File: config.mk
export PLATFORM = sky130hd
export DESIGN_NAME = st_term_activation
export DESIGN_NICKNAME = d
export VERILOG_FILES = /design/src/core/st_term_pkg.sv /design/src/core/st_term_activation.sv
export SDC_FILE = /design/constraint.sdc
export NUM_CORES = 1
export LEC_CHECK = 0
export ABC_AREA = 1
export BUFFER_PORTS_ARGS = -buffer_cell sky130_fd_sc_hd__buf_4
export CORE_MARGIN = 2
export CORE_UTILIZATION = 30
export DETAILED_ROUTE_END_ITERATION = 10
export GPL_ROUTABILITY_DRIVEN = 0
export PLACE_DENSITY_LB_ADDON = 0.08
export SLEW_MARGIN = 20
export SYNTH_ARGS = -nofsm -noshare
export SYNTH_HDL_FRONTEND = slang
export SYNTH_SLANG_ARGS = --single-unit
File: constraint.sdc
create_clock -name clock -period 2 [get_ports clock]
set_input_delay 0.1 -clock clock [delete_from_list [all_inputs] [get_ports clock]]
set_output_delay 0.1 -clock clock [all_outputs]
set_load 0.01 [all_outputs]
File: src/core/st_term_pkg.sv
// constants, codes and carrier types for the terminal-side activation machine
package st_term_pkg;

    // command codes from the controller
    localparam logic [3:0] CMD_TIMING_REQUEST = 4'h0;
    localparam logic [3:0] CMD_FSM_RESET = 4'h1;
    localparam logic [3:0] CMD_SINGLE_PULSE = 4'h2;
    localparam logic [3:0] CMD_CONT_PULSE = 4'h3;
    localparam logic [3:0] CMD_ACT_HIGH_PRIO = 4'h8;
    localparam logic [3:0] CMD_ACT_LOW_PRIO = 4'h9;
    localparam logic [3:0] CMD_LOOP_ACT = 4'hA;
    localparam logic [3:0] CMD_POWER_DOWN = 4'hF;

    // indication codes to the controller
    localparam logic [3:0] IND_DEACT_REQ = 4'h0;
    localparam logic [3:0] IND_RESET_ACK = 4'h1;
    localparam logic [3:0] IND_SINGLE_ACK = 4'h2;
    localparam logic [3:0] IND_CONT_ACK = 4'h3;
    localparam logic [3:0] IND_SLIP = 4'h3;
    localparam logic [3:0] IND_UNSYNC = 4'h4;
    localparam logic [3:0] IND_POWERED_UP = 4'h7;
    localparam logic [3:0] IND_ACT_REQ = 4'h8;
    localparam logic [3:0] IND_LOOP_CLOSED = 4'hA;
    localparam logic [3:0] IND_CODE_VIOL = 4'hB;
    localparam logic [3:0] IND_ACT_HIGH = 4'hC;
    localparam logic [3:0] IND_ACT_LOW = 4'hD;
    localparam logic [3:0] IND_LOOP_ACTIVE = 4'hE;
    localparam logic [3:0] IND_POWERED_DOWN = 4'hF;

    // timing at a 100 ns clock
    localparam int CLOCK_PERIOD_NS = 100;
    localparam int DWELL_TIME_US = 500;
    localparam int DWELL_CYCLES = DWELL_TIME_US * 1000 / CLOCK_PERIOD_NS;
    localparam int SINGLE_PULSE_HZ = 2000;
    localparam int SINGLE_PULSE_CYCLES =
        1000000000 / CLOCK_PERIOD_NS / SINGLE_PULSE_HZ;
    localparam int CONT_PULSE_HZ = 96000;
    localparam int CONT_PULSE_CYCLES =
        1000000000 / CLOCK_PERIOD_NS / CONT_PULSE_HZ;
    localparam int CODE_VIOL_REPEATS = 4;
    localparam logic [3:0] CMD_RESET_VALUE = 4'h1;

    // line transmit states
    typedef enum logic [2:0] {
        TX_INFO0 = 3'b000,
        TX_INFO1 = 3'b001,
        TX_INFO3 = 3'b011,
        TX_SINGLE_PULSE = 3'b100,
        TX_CONT_PULSE = 3'b101
    } line_tx_t;

    typedef enum logic [3:0] {
        ST_RESET = 4'b0000,
        ST_POWER_DOWN = 4'b0001,
        ST_POWER_UP = 4'b0010,
        ST_PEND_DEACT = 4'b0011,
        ST_PEND_ACT = 4'b0100,
        ST_UNSYNC = 4'b0101,
        ST_SYNC = 4'b0110,
        ST_ACTIVE = 4'b0111,
        ST_SLIP = 4'b1000,
        ST_SINGLE_TEST = 4'b1001,
        ST_CONT_TEST = 4'b1010,
        ST_LOOP = 4'b1011
    } fsm_state_t;

    // receiver status from the line
    typedef struct packed {
        logic signal_present;
        logic synced;
        logic info0;
        logic info2;
        logic info4;
        logic code_violation;
        logic multiframe_end;
        logic slip;
    } line_rx_t;

    // what goes back out to the line
    typedef struct packed {
        line_tx_t info;
        logic pulse_pos;
        logic pulse_neg;
        logic wake_enable;
        logic loop_closed;
    } line_ctl_t;

endpackage

File: src/core/st_term_activation.sv
// terminal-side S/T layer-1 activation and deactivation state machine
// What this block does
// - 0000 powers up, reports 0111
// - 0001 resets, sends INFO 0, acks 0001
// - 0010 single pulses at 2 kHz, acks 0010
// - 0011 continuous pulses at 96 kHz, acks 0011
// - 1000 activates at priority 8
// - 1001 activates at priority 10
// - 1010 closes loop 3, reports 1010 then 1110
// - 1111 forces power-down deactivated state
// - 0000 reported when leaving active or unsynchronised
// - slip reported as 0011
// - slip state resyncs, exits after 0.5 ms
// - 0100 while signal present, not synchronised
// - INFO 2 gives 1000, send INFO 3
// - code violation multiframe reports 1011 four times
// - INFO 4 gives 1100 or 1101 by priority
// - 1111 reported while powered down
// - INFO 0 gives pending deactivation
// - pending activation sends INFO 1, reports power-up
// - any signal gives unsynchronised, stops INFO 1
// - synchronised to active 0.5 ms after INFO 4
`timescale 1ns/1ps

module st_term_activation
    import st_term_pkg::*;
(
    // clock and reset
    input wire logic clock,
    input wire logic rst_n,
    // command and indication channel
    input wire logic [3:0] cmd_code,
    output logic [3:0] ind_code_reg,
    output logic ind_strobe_reg,
    // line side
    input wire line_rx_t line_rx,
    output line_ctl_t line_ctl_reg
);

    localparam int DWELL_W = $clog2(DWELL_CYCLES + 1);
    localparam int PULSE_W = $clog2(SINGLE_PULSE_CYCLES + 1);
    localparam logic [DWELL_W-1:0] DWELL_LAST = DWELL_W'(DWELL_CYCLES - 1);
    localparam logic [PULSE_W-1:0] SINGLE_LAST =
        PULSE_W'(SINGLE_PULSE_CYCLES - 1);
    localparam logic [PULSE_W-1:0] CONT_LAST =
        PULSE_W'(CONT_PULSE_CYCLES - 1);

    // line status arrives from outside the clock domain
    line_rx_t rx_s1_reg, rx_s2_reg, rx_s3_reg, rx_reg;
    fsm_state_t state_reg, state_next;
    logic [3:0] cmd_last_reg;
    logic prio_low_reg;
    logic [DWELL_W-1:0] dwell_reg;
    logic [PULSE_W-1:0] pulse_cnt_reg;
    logic pulse_phase_reg;
    logic cv_seen_reg;
    logic [2:0] cv_left_reg;
    logic [3:0] ind_next;
    logic cmd_new;
    logic dwell_done;

    // a change counts once the second and third stages agree
    always_ff @(posedge clock) begin
        if (!rst_n) begin
            rx_s1_reg <= '0;
            rx_s2_reg <= '0;
            rx_s3_reg <= '0;
            rx_reg <= '0;
        end else begin
            rx_s1_reg <= line_rx;
            rx_s2_reg <= rx_s1_reg;
            rx_s3_reg <= rx_s2_reg;
            for (int i = 0; i < $bits(line_rx_t); i++) begin
                if (rx_s2_reg[i] == rx_s3_reg[i]) begin
                    rx_reg[i] <= rx_s3_reg[i];
                end
            end
        end
    end

    assign cmd_new = (cmd_code != cmd_last_reg);
    assign dwell_done = (dwell_reg == DWELL_LAST);

    always_ff @(posedge clock) begin
        if (!rst_n) begin
            cmd_last_reg <= CMD_RESET_VALUE;
        end else begin
            cmd_last_reg <= cmd_code;
        end
    end

    always_ff @(posedge clock) begin
        if (!rst_n) begin
            prio_low_reg <= 1'b0;
        end else if (cmd_new && cmd_code == CMD_ACT_HIGH_PRIO) begin
            prio_low_reg <= 1'b0;
        end else if (cmd_new && cmd_code == CMD_ACT_LOW_PRIO) begin
            prio_low_reg <= 1'b1;
        end
    end

    always_comb begin
        state_next = state_reg;
        if (cmd_new && cmd_code == CMD_FSM_RESET) begin
            state_next = ST_RESET;
        end else if (cmd_new && cmd_code == CMD_SINGLE_PULSE) begin
            state_next = ST_SINGLE_TEST;
        end else if (cmd_new && cmd_code == CMD_CONT_PULSE) begin
            state_next = ST_CONT_TEST;
        end else if (cmd_new && cmd_code == CMD_LOOP_ACT) begin
            state_next = ST_LOOP;
        end else if (cmd_new && cmd_code == CMD_POWER_DOWN) begin
            state_next = ST_POWER_DOWN;
        end else if (cmd_new && cmd_code == CMD_TIMING_REQUEST) begin
            state_next = ST_POWER_UP;
        end else begin
            case (state_reg)
                ST_POWER_DOWN, ST_POWER_UP: begin
                    if (cmd_new && (cmd_code == CMD_ACT_HIGH_PRIO ||
                                    cmd_code == CMD_ACT_LOW_PRIO)) begin
                        state_next = ST_PEND_ACT;
                    end else if (rx_reg.signal_present) begin
                        state_next = ST_UNSYNC;
                    end
                end
                ST_PEND_DEACT: begin
                    if (rx_reg.signal_present) begin
                        state_next = ST_UNSYNC;
                    end
                end
                ST_PEND_ACT: begin
                    if (rx_reg.signal_present) begin
                        state_next = ST_UNSYNC;
                    end
                end
                ST_UNSYNC: begin
                    if (rx_reg.info0) begin
                        state_next = ST_PEND_DEACT;
                    end else if (rx_reg.synced && rx_reg.info4) begin
                        state_next = ST_SYNC;
                    end else if (rx_reg.synced && rx_reg.info2) begin
                        state_next = ST_SYNC;
                    end
                end
                ST_SYNC: begin
                    if (rx_reg.info0) begin
                        state_next = ST_PEND_DEACT;
                    end else if (!rx_reg.synced) begin
                        state_next = ST_UNSYNC;
                    end else if (rx_reg.info4 && dwell_done) begin
                        state_next = ST_ACTIVE;
                    end
                end
                ST_ACTIVE: begin
                    if (rx_reg.info0) begin
                        state_next = ST_PEND_DEACT;
                    end else if (!rx_reg.synced) begin
                        state_next = ST_UNSYNC;
                    end else if (rx_reg.slip) begin
                        state_next = ST_SLIP;
                    end
                end
                ST_SLIP: begin
                    if (dwell_done) begin
                        state_next = ST_ACTIVE;
                    end
                end
                ST_RESET, ST_SINGLE_TEST, ST_CONT_TEST, ST_LOOP: begin
                    state_next = state_reg;
                end
                default: state_next = ST_RESET;
            endcase
        end
    end

    always_ff @(posedge clock) begin
        if (!rst_n) begin
            state_reg <= ST_RESET;
        end else begin
            state_reg <= state_next;
        end
    end

    // one timer serves the INFO 4 wait, slip dwell and loop closing
    always_ff @(posedge clock) begin
        if (!rst_n) begin
            dwell_reg <= '0;
        end else if (state_next != state_reg) begin
            dwell_reg <= '0;
        end else if ((state_reg == ST_SYNC && rx_reg.info4) ||
                     state_reg == ST_SLIP || state_reg == ST_LOOP) begin
            if (!dwell_done) begin
                dwell_reg <= dwell_reg + 1'b1;
            end
        end else begin
            dwell_reg <= '0;
        end
    end

    // test pulse generator, polarity alternates each pulse
    always_ff @(posedge clock) begin
        if (!rst_n) begin
            pulse_cnt_reg <= '0;
            pulse_phase_reg <= 1'b0;
        end else if ((state_reg == ST_SINGLE_TEST &&
                      pulse_cnt_reg == SINGLE_LAST) ||
                     (state_reg == ST_CONT_TEST &&
                      pulse_cnt_reg >= CONT_LAST)) begin
            pulse_cnt_reg <= '0;
            pulse_phase_reg <= ~pulse_phase_reg;
        end else if (state_reg == ST_SINGLE_TEST ||
                     state_reg == ST_CONT_TEST) begin
            pulse_cnt_reg <= pulse_cnt_reg + 1'b1;
        end else begin
            pulse_cnt_reg <= '0;
        end
    end

    // code violation bookkeeping per multiframe
    always_ff @(posedge clock) begin
        if (!rst_n) begin
            cv_seen_reg <= 1'b0;
            cv_left_reg <= '0;
        end else begin
            if (rx_reg.multiframe_end) begin
                cv_seen_reg <= 1'b0;
            end else if (rx_reg.code_violation) begin
                cv_seen_reg <= 1'b1;
            end
            // slots count down even while the boundary level stands
            if (rx_reg.multiframe_end &&
                (cv_seen_reg || rx_reg.code_violation)) begin
                cv_left_reg <= 3'(CODE_VIOL_REPEATS);
            end else if (cv_left_reg != 3'h0 &&
                         ind_code_reg == IND_CODE_VIOL && ind_strobe_reg) begin
                cv_left_reg <= cv_left_reg - 1'b1;
            end
        end
    end

    always_comb begin
        case (state_reg)
            ST_RESET: ind_next = IND_RESET_ACK;
            ST_SINGLE_TEST: ind_next = IND_SINGLE_ACK;
            ST_CONT_TEST: ind_next = IND_CONT_ACK;
            ST_POWER_DOWN: ind_next = IND_POWERED_DOWN;
            ST_POWER_UP, ST_PEND_ACT: ind_next = IND_POWERED_UP;
            ST_PEND_DEACT: ind_next = IND_DEACT_REQ;
            ST_UNSYNC: ind_next = IND_UNSYNC;
            ST_SYNC: ind_next = IND_ACT_REQ;
            ST_ACTIVE: ind_next = prio_low_reg ? IND_ACT_LOW
                                               : IND_ACT_HIGH;
            ST_SLIP: ind_next = IND_SLIP;
            ST_LOOP: ind_next = dwell_done ? IND_LOOP_ACTIVE
                                           : IND_LOOP_CLOSED;
            default: ind_next = IND_RESET_ACK;
        endcase
        if (cv_left_reg != 3'h0 && state_reg != ST_RESET) begin
            ind_next = IND_CODE_VIOL;
        end
    end

    // strobe marks each fresh indication; repeats of 1011 re-strobe
    always_ff @(posedge clock) begin
        if (!rst_n) begin
            ind_code_reg <= IND_RESET_ACK;
            ind_strobe_reg <= 1'b0;
        end else begin
            ind_code_reg <= ind_next;
            ind_strobe_reg <= (ind_next != ind_code_reg) ||
                (ind_next == IND_CODE_VIOL && !ind_strobe_reg);
        end
    end

    always_ff @(posedge clock) begin
        if (!rst_n) begin
            line_ctl_reg <= '0;
        end else begin
            line_ctl_reg.wake_enable <= (state_next != ST_RESET);
            line_ctl_reg.loop_closed <= (state_next == ST_LOOP);
            line_ctl_reg.pulse_pos <= pulse_phase_reg &&
                (state_reg == ST_SINGLE_TEST || state_reg == ST_CONT_TEST);
            line_ctl_reg.pulse_neg <= !pulse_phase_reg &&
                (state_reg == ST_SINGLE_TEST || state_reg == ST_CONT_TEST);
            case (state_next)
                ST_PEND_ACT: line_ctl_reg.info <= TX_INFO1;
                ST_SYNC, ST_ACTIVE, ST_SLIP:
                    line_ctl_reg.info <= TX_INFO3;
                ST_SINGLE_TEST: line_ctl_reg.info <= TX_SINGLE_PULSE;
                ST_CONT_TEST: line_ctl_reg.info <= TX_CONT_PULSE;
                default: line_ctl_reg.info <= TX_INFO0;
            endcase
        end
    end

    property p_reset_ack;
        @(posedge clock) disable iff (!rst_n)
        (cmd_new && cmd_code == CMD_FSM_RESET) |-> ##2
        (ind_code_reg == IND_RESET_ACK && line_ctl_reg.info == TX_INFO0);
    endproperty
    a_reset_ack: assert property (p_reset_ack)
        else $error("reset command not acknowledged");

    property p_power_up;
        @(posedge clock) disable iff (!rst_n)
        (cmd_new && cmd_code == CMD_TIMING_REQUEST) |-> ##2
        (ind_code_reg == IND_POWERED_UP || ind_code_reg == IND_CODE_VIOL);
    endproperty
    a_power_up: assert property (p_power_up)
        else $error("power-up indication missing");

    property p_power_down;
        @(posedge clock) disable iff (!rst_n)
        (cmd_new && cmd_code == CMD_POWER_DOWN) |=> state_reg == ST_POWER_DOWN;
    endproperty
    a_power_down: assert property (p_power_down)
        else $error("power-down command ignored");

    property p_single_test;
        @(posedge clock) disable iff (!rst_n)
        (cmd_new && cmd_code == CMD_SINGLE_PULSE) |-> ##2
        line_ctl_reg.info == TX_SINGLE_PULSE;
    endproperty
    a_single_test: assert property (p_single_test)
        else $error("single pulse test not entered");

    property p_cont_test;
        @(posedge clock) disable iff (!rst_n)
        (cmd_new && cmd_code == CMD_CONT_PULSE) |=>
        state_reg == ST_CONT_TEST;
    endproperty
    a_cont_test: assert property (p_cont_test)
        else $error("continuous pulse test not entered");

    property p_slip_leaves;
        @(posedge clock) disable iff (!rst_n)
        (state_reg == ST_SLIP && dwell_done && !cmd_new) |=>
        state_reg == ST_ACTIVE;
    endproperty
    a_slip_leaves: assert property (p_slip_leaves)
        else $error("slip state not left");

    property p_pend_act_info1;
        @(posedge clock) disable iff (!rst_n)
        state_reg == ST_PEND_ACT && $past(state_reg) == ST_PEND_ACT |->
        line_ctl_reg.info == TX_INFO1;
    endproperty
    a_pend_act_info1: assert property (p_pend_act_info1)
        else $error("INFO 1 not sent in pending activation");

    property p_active_prio;
        @(posedge clock) disable iff (!rst_n)
        (state_reg == ST_ACTIVE && cv_left_reg == 3'h0) |=>
        (ind_code_reg == (prio_low_reg ? IND_ACT_LOW : IND_ACT_HIGH) ||
         state_reg != ST_ACTIVE || $past(prio_low_reg) != prio_low_reg);
    endproperty
    a_active_prio: assert property (p_active_prio)
        else $error("wrong priority indication");

    property p_strobe_change;
        @(posedge clock) disable iff (!rst_n)
        (ind_code_reg != $past(ind_code_reg)) |-> ind_strobe_reg;
    endproperty
    a_strobe_change: assert property (p_strobe_change)
        else $error("indication change without strobe");

    c_activation: cover property (@(posedge clock) disable iff (!rst_n)
        state_reg == ST_SYNC ##1 state_reg == ST_ACTIVE);
    c_slip: cover property (@(posedge clock) disable iff (!rst_n)
        state_reg == ST_SLIP ##1 state_reg == ST_ACTIVE);
    c_loop: cover property (@(posedge clock) disable iff (!rst_n)
        ind_code_reg == IND_LOOP_ACTIVE);
    c_code_viol: cover property (@(posedge clock) disable iff (!rst_n)
        ind_code_reg == IND_CODE_VIOL);

endmodule

# Word-level counts from Yosys, hierarchy flattened
# Index checks and enable logic that the tools add are counted.
[totals]
reg_bits = 84
in_bits = 14
out_inout_bits = 12
word_cells = 170
[op_classes]
add_sub_neg = 3
n_lt_le_gt_ge = 1
eq_ne = 40
n_mux = 26
bitwise = 4
n_reduce_logical = 48
[ops]
columns = ["op", "n"]
rows = [
  ["4-bit 2-to-1 mux", 19],
  ["4-bit equality test, second input constant", 14],
  ["4-bit one-hot mux with 9 select lines", 1],
  ["4-bit by 3-bit equality test with 1-bit output, second input constant", 7],
  ["4-bit one-hot mux with 7 select lines", 1],
  ["13-bit by 1-bit adder with 13-bit output, second input constant", 2],
  ["13-bit equality test, second input constant", 2],
  ["1-bit logical AND", 22],
  ["4-bit by 2-bit equality test with 1-bit output, second input constant", 4],
  ["2-bit OR reduction", 7],
  ["13-bit by 7-bit greater-or-equal comparator with 1-bit output, second input constant", 1],
  ["4-bit inequality test", 3],
  ["3-bit one-hot mux with 4 select lines", 1],
  ["3-bit 2-to-1 mux", 3],
  ["3-bit OR reduction", 3],
  ["1-bit equality test", 8],
  ["4-bit by 1-bit equality test with 1-bit output, second input constant", 2],
  ["4-bit logical NOT", 2],
  ["4-bit nonzero test", 2],
  ["1-bit logical OR", 7],
  ["1-bit NOT", 4],
  ["4-bit OR reduction", 1],
  ["3-bit nonzero test", 1],
  ["3-bit by 1-bit subtractor with 3-bit output, second input constant", 1],
  ["other kinds (3)", 4],
]

# Logic depth before layout (Yosys ltp)
# Gate-level depths: netlist of run 1.
[depth]
ltp_word = 15
mapped_depth = 18
depth_no_buf = 17

# Least setup slack after synthesis of run 1
# OpenSTA, ideal clock, no wires.
[synth_timing]
path_type = "reg-to-reg"
from = "reg dwell_reg[0]"
to = "reg dwell_reg[11]"
setup_time_ns = 0.117
t_arrival_ns = 1.815
t_required_ns = 1.883
path_slack_ns = 0.068
path_stages_with_launch = 14
path_buffers = 0
period_less_slack_ns = 1.932
path_cell_list = "dfxtp_1 > ha_1 > nand2_1 > inv_1 > nand2_1 > nor2_2 > nand2_2 > nand4_1 > or2_2 > nor2_1 > nand3_1 > nor2_1 > xnor2_1 > nor2_2"
[synth_between]
elab_chain_cells = 14
elab_cells_between_ends = 16
cone_classes = "1 x add/sub; 2 x eq/ne; 11 x mux; 2 x reduce/logical"
[synth_rtl]
columns = ["element", "line", "text"]
rows = [
  ["start: declaration", "st_term_activation.sv:53", "logic [DWELL_W-1:0] dwell_reg;"],
  ["start signal: assignment", "st_term_activation.sv:193", "dwell_reg <= dwell_reg + 1'b1;"],
  ["13-bit equality test", "st_term_activation.sv:82", "assign dwell_done = (dwell_reg == DWELL_LAST);"],
  ["1-bit logical AND", "st_term_activation.sv:150", "end else if (rx_reg.info4 && dwell_done) begin"],
  ["4-bit 2-to-1 mux", "st_term_activation.sv:150", ""],
  ["4-bit 2-to-1 mux", "st_term_activation.sv:148", "end else if (!rx_reg.synced) begin"],
  ["4-bit 2-to-1 mux", "st_term_activation.sv:146", "if (rx_reg.info0) begin"],
  ["4-bit one-hot mux with 7 select lines", "st_term_activation.sv:117", "case (state_reg)"],
  ["4-bit 2-to-1 mux", "st_term_activation.sv:114", "end else if (cmd_new && cmd_code == CMD_TIMING_REQUEST) begin"],
  ["4-bit 2-to-1 mux", "st_term_activation.sv:112", "end else if (cmd_new && cmd_code == CMD_POWER_DOWN) begin"],
  ["4-bit 2-to-1 mux", "st_term_activation.sv:110", "end else if (cmd_new && cmd_code == CMD_LOOP_ACT) begin"],
  ["4-bit 2-to-1 mux", "st_term_activation.sv:108", "end else if (cmd_new && cmd_code == CMD_CONT_PULSE) begin"],
  ["4-bit 2-to-1 mux", "st_term_activation.sv:106", "end else if (cmd_new && cmd_code == CMD_SINGLE_PULSE) begin"],
  ["4-bit 2-to-1 mux", "st_term_activation.sv:104", "if (cmd_new && cmd_code == CMD_FSM_RESET) begin"],
  ["4-bit inequality test", "st_term_activation.sv:188", "end else if (state_next != state_reg) begin"],
  ["3-bit OR reduction (no source line)", "--", ""],
]
# Several ways; a longest one is shown, not always the timed one.
# A chain may end at the register's enable or synchronous reset.

# Final worst setup path of run 1
[layout_timing]
from = "reg dwell_reg[1]"
to = "reg dwell_reg[3]"
# The elaborated chain is that of the path after synthesis.

==> reports/metrics.cfg, run 1 <==
[outcome]
status=finished with violations
violations=negative setup slack

[clock_network]
clk_latency_ps=340
cts_buffer_depth=2
numCtsBuffers=9
cts_tree=yes
cts-root-buf=clkbuf_16
numClockSinks=84
htreeDepth=3
cts.clk_slew.worst_paths_ps=60

[setup_path]
critPathMaxStageDelay_ps=350
crit_path_end_kind=flop
cpLargestDelayFamily=simple AND/OR/NAND/NOR gates
required_ps=2280
cp_common_cell=nand2_2
cp_cell_sequence=ha_4 -> nand2_2 -> inv_2 -> nand2_2 -> nor2_4 -> buf_6 -> nand2_2 -> o21ai_1 -> nand2_1 -> nand3_1 -> nand2_2 -> nand3_2 -> nand2_2 -> nor2_4 -> nand3_4 -> clkbuf_16 -> nor2_2
arrival_ps=2290
critical_path.max_fanout=6
slowest_stage=dfxtp_2
cp.buffers_inverters=3
crit_path_start_kind=flop
crit_type=flop to flop

[cells_and_area]
layout_common_cells=nand2_1, inv_1, dfxtp_1
fin_nets=635
final_area_um2=5230
final_common_cell=nand2_1
synthToLayoutAreaGrowth_pct=35.3
diodes=0
drive_above_1_share_pct=28.5
num-fill-cells=1351

[yosys]
ys_ff_latch=84
synth_area_um2=3870
postSynthAreaPerCell_um2=7.23
syn_nets=553
synthCells=535
yosysTopAreaCell=dfxtp_1
synth.area.top_cells=dfxtp_1, nand2_1, inv_1
synth_seq_area_share_pct=43.5
yosysUniqueCellTypes=42
synth.top_cell.area_share_pct=43.5
yosysWarnings=0

[routing]
ant_nets=0
via_per_inst=4.29
vias=3406
wl_mm=8.64
drc=0
first_pass_iters=4
drt_iter0_drc=171
wl_per_cell_um=10.9

[floorplanning]
core_um2=12600
io-pin-count=26
dieWidth_um=118
num_rows=41
dieArea_um2=13800
die_h_um=118
start_util_pct=30.6

[global_routing]
grt_max_degree=39
grt.overflow.total=0
grt_pass1_vias=3140
track_usage_pct=13.1
grt_pass1_wl_mm=14.5
antenna_found_initial=0

[power]
leakagePower_nw=2.44
power.density_nw_per_um2=712
total_power_mw=3.73
irDropWorstVdd_v=0.000484

[place]
hpwl_mm=6.33
place_area_um2=4500
numPortBuffers=25

[worst_hold_path]
min_path_type=input pin to flop

[sta]
setup_viol=10
tightest_slew_ps=354
grt_setup_unrepaired=yes
min_period_ps=2010
fin_crit_sh_pct=101
finalHoldViolations=0
timing.final.ws_setup_ps=-14.9
slew-limit-headroom_pct=76.2
maxSlewViolCount=0
fmax_ghz=0.496
fin_skew_ps=7.53

[run]
max_cap_violations=0

[final cells by class]
type / instances / area [um2] / share of cell area [%]
Clock inverter: 4 / 22.5 / 0.430
Tap cell: 172 / 215 / 4.11
Multi-Input combinational cell: 354 / 2010 / 38.5
Inverter: 87 / 329 / 6.29
Sequential cell: 84 / 1690 / 32.3
Timing Repair Buffer: 81 / 697 / 13.3
Clock buffer: 12 / 267 / 5.09
[synth_stat cells (all sizes together)]
cell / instances
a311oi: 1
nand3b: 1
nor2: 77
o41ai: 1
a22oi: 1
o21ai: 20
o21a: 2
inv: 87
a211oi: 1
o22ai: 1
mux2i: 1
a21boi: 2
a31oi: 1
a21oi: 25
or2: 5
dfxtp: 84
ha: 4
o31ai: 1
nand4: 7
buf: 3
clkbuf: 7
xor2: 15
nand3: 34
o2111ai: 1
nand2: 133
nor4: 2
xnor2: 5
nor3b: 1
nor3: 12
[metal layers]
metal	up-vias	track usage, %	routed length [um]
li1	1831	-	-
met1	1519	16.6	4210
met2	43	21.1	3990
met3	13	3.49	277
met4	0	5.42	159
met5	-	0	0
[worst min-delay path: cells and delay by family]
| family | cells | cell delay (ps) |
|---|---|---|
| buf+inv | 2 | 190 |
| compound gates | 1 | 70 |
[cells by family (layout without fill, tap and decap cells)]
kind of cell / Yosys count / count (layout) / synth area share, %
muxes: 1 / 1 / 0.259
buffers and inverters: 97 / 184 / 9.80
adders and majority gates: 4 / 4 / 1.29
and+or+nand+nor: 272 / 272 / 32.3
xor gates and xnor gates: 20 / 20 / 4.53
AOI/OAI and AO/OA: 57 / 57 / 8.38
DFF: 84 / 84 / 43.5
[what timing repair did]
action / CTS / global route
cloned: 0 / 1
hold buffers: 12 / 0
endpoints found under the setup margin: 15 / 32
resized for setup: 4 / 65
buffers inserted: 0 / 7
pin swaps: 1 / 18
endpoints found under the hold margin: 12 / 0
[through the flow]
step	utilization (%)	setup WS, ps	cells	TNS, ps	hold WS, ps
6_report	41.5	-14.9	794	-80.4	48.7
2_1_floorplan	-	67.8	535	0	193
3_5_place_dp	35.7	-41.1	758	-300	283
5_1_grt	41.5	-138	794	-1740	54.2
4_1_cts	39.0	3.41	786	0	68.8
3_3_place_gp	35.7	-67.3	758	-723	281
[report_power, final]
group | switching, mW | internal (mW)
Sequential | 0.0260 | 1.72
Clock | 0.658 | 0.936
Combinational | 0.212 | 0.174
Total | 0.897 | 2.83
[path summary, 6_finish.rpt]
path / slack, ps / end / cells after the start / start
worst min register to register: 410 / rx_s2_reg[5] / 2 / rx_s1_reg[5]
worst max register to register: -10 / dwell_reg[3] / 17 / dwell_reg[1]
worst min-delay path: 50 / line_ctl_reg[1] / 3 / rst_n
worst max-delay path: -10 / dwell_reg[3] / 17 / dwell_reg[1]
(Power assumes the default switching activity.)
==> run 2: changes to the inputs <==
--- a/config.mk
+++ b/config.mk
@@ -13,3 +13,3 @@
 export GPL_ROUTABILITY_DRIVEN = 0
-export PLACE_DENSITY_LB_ADDON = 0.08
+export PLACE_DENSITY_LB_ADDON = 0.15
 export SLEW_MARGIN = 20
@@ -18 +18,2 @@
 export SYNTH_SLANG_ARGS = --single-unit
+export TNS_END_PERCENT = 5
--- a/constraint.sdc
+++ b/constraint.sdc
@@ -3,2 +3,2 @@
 set_output_delay 0.1 -clock clock [all_outputs]
-set_load 0.01 [all_outputs]
+set_load 0.1 [all_outputs]
==> run 2 against run 1 <==
  * The flow still finishes with violations (negative setup slack)
  * Fmax is 0.28% lower
  * Clock power shrank 3%
  * Register-to-register slack about the same
  * Die area unchanged
  * Setup slack worse by 5.8 ps
  * Worst hold slack gained 1.5 ps
  * Sequential share of layout area increased by 1.2 points
  * Clock-buffer cell count down 1
  * Combinational power up 20%
  * Critical endpoint is now dwell_reg[5]
==> reports/metrics.cfg, run 2 (synthesis results as in run 1) <==
[routing]
via_per_inst=4.32  ; +0.69%
first_pass_iters=4  ; unchanged
drt_iter0_drc=174  ; +1.8%
wl_per_cell_um=10.9  ; +0.20%
ant_nets=0  ; unchanged
vias=3395  ; -0.32%
wl_mm=8.57  ; -0.81%
drc=0  ; unchanged

[place]
numPortBuffers=25  ; unchanged
post-place-ws_ps=-69.4  ; -28.3 ps
hpwl_mm=6.27  ; -0.94%
place_area_um2=4470  ; -0.83%
dp.cells=753  ; -0.66%

[sta]
min_period_ps=2020  ; +5.75 ps
grt_setup_unrepaired=yes
maxSlewViolCount=0  ; unchanged
fin_setup_tns_ps=-98.3  ; -17.9 ps
fin_skew_ps=8.89  ; +1.36 ps
finalHoldViolations=0  ; unchanged
fmax_ghz=0.495  ; -0.28%
slew-limit-headroom_pct=75.7  ; -0.47 points
setup_viol=9  ; -1
fin_crit_sh_pct=101  ; +0.29 points
tightest_slew_ps=361  ; +7.19 ps
timing.final.ws_setup_ps=-20.7  ; -5.75 ps

[clock_network]
clk_latency_ps=350  ; about the same
numClockSinks=84  ; unchanged
cts_buffer_depth=2  ; unchanged
htreeDepth=3  ; unchanged
cts-root-buf=clkbuf_16
cts_tree=yes
numCtsBuffers=9  ; unchanged
cts.clk_slew.worst_paths_ps=60  ; about the same

[setup_path]
startpoint=cmd_code[0]
r2r_slack_ps=0  ; about the same
crit_type=input pin to flop
required_ps=2240  ; -40 ps
r2r_start=dwell_reg[0]
crit_path_start_kind=input pin
crit_path_end=dwell_reg[5]
arrival_ps=2260  ; -30 ps
r2r_cells=18  ; +1
critical_path.max_fanout=8  ; +2
crit_path_end_kind=flop
timing.rr.end=dwell_reg[5]

[cells_and_area]
final_area_um2=5070  ; -3.2%
drive_above_1_share_pct=25.4  ; -3.0 points
area.sequential_um2=1690  ; +0.30%
fin_cells=786  ; -1.0%
final_common_cell=nand2_1
multi_input_area_um2=1930  ; -4.2%
num-fill-cells=1351  ; unchanged
diodes=0  ; unchanged
layout_common_cells=nand2_1, inv_1, dfxtp_1
synthToLayoutAreaGrowth_pct=31.1
fin_nets=628  ; -1.1%

[global_routing]
grt_pass1_vias=3220  ; +2.5%
antenna_found_initial=0  ; unchanged
grt_max_degree=39  ; unchanged
grt.overflow.total=0  ; unchanged
grt_pass1_wl_mm=14.7  ; +1.3%
track_usage_pct=13.1  ; +0.037 points

[floorplanning]
start_util_pct=30.6  ; unchanged
core_um2=12600  ; unchanged
io-pin-count=26  ; unchanged
die_h_um=118  ; unchanged
dieArea_um2=13800  ; unchanged
dieWidth_um=118  ; unchanged
num_rows=41  ; unchanged

[power]
total_power_mw=3.76  ; +0.99%
irDropWorstVdd_v=0.000473  ; -2.3%
leakagePower_nw=2.35  ; -3.6%
power.density_nw_per_um2=742  ; +4.3%

[outcome]
violations=negative setup slack
status=finished with violations

[run]
max_cap_violations=0  ; unchanged

[worst_hold_path]
min_path_type=input pin to flop

## run 2: cell type report
class | count | share of cell area (%)
inverter | 87 | 6.54
clock inverter | 4 | 0.494
multi-input combinational | 354 | 38.1
sequential | 84 | 33.4
clock buffer | 11 | 4.99
tap | 172 | 4.25
timing repair buffer | 74 | 12.2
## run 2: what timing repair did
action | 4_1_cts | 5_1_grt
setup buffers | 0 | 5
endpoints found under the hold margin | 12 | 0
pin swaps | 0 | 13
hold buffers | 12 | 0
gates cloned | 0 | 1
gates resized for setup | 9 | 35
endpoints found under the setup margin | 14 | 31
## run 2: where the power goes
part           internal [mW]  total [mW]  switching [mW]
Combinational          0.165       0.464           0.299
Sequential              1.72        1.75          0.0278
Clock                  0.897        1.55           0.656
Total                   2.78        3.76           0.983
## run 2: per-layer routing
layer	vias to the layer above	wire length [um]	GRT usage, %
met4	0	137	5.12
met3	11	269	4.31
li1	1826	-	-
met2	43	3910	21.2
met1	1515	4250	16.2
met5	-	0	0
## run 2: per-stage QoR
stage                     util [%]  hold slack (ps)
after floorplan                  -              193
after global placement        35.4              282
after detailed placement      35.4              285
after CTS                     38.7             56.1
after global routing          40.2             59.0
final                         40.2             50.3
## run 2: worst min-delay path by stage
stage	startpoint	to	cells past startpoint
final	rst_n	line_ctl_reg[1]	3
after global routing	rst_n	pulse_phase_reg	3
after CTS	rst_n	pulse_phase_reg	3
after detailed placement	line_rx[2]	rx_s1_reg[2]	3
after global placement	line_rx[1]	rx_s1_reg[1]	3
after floorplan	cmd_code[0]	cmd_last_reg[0]	2
## run 2: critical path, stage by stage
cell and delay, ps:
dlygate4sd3_1 540, buf_6 130, inv_2 50, nand2_1 50, nand2_1 50, nor2_2 140, nand2_4 120, nand2_4 100
nand2_2 70, nor3_4 230, buf_4 140, nand3_1 80, nand3_2 110, nor2_4 40, nand3_4 110, clkbuf_16 160
nor2_2 30
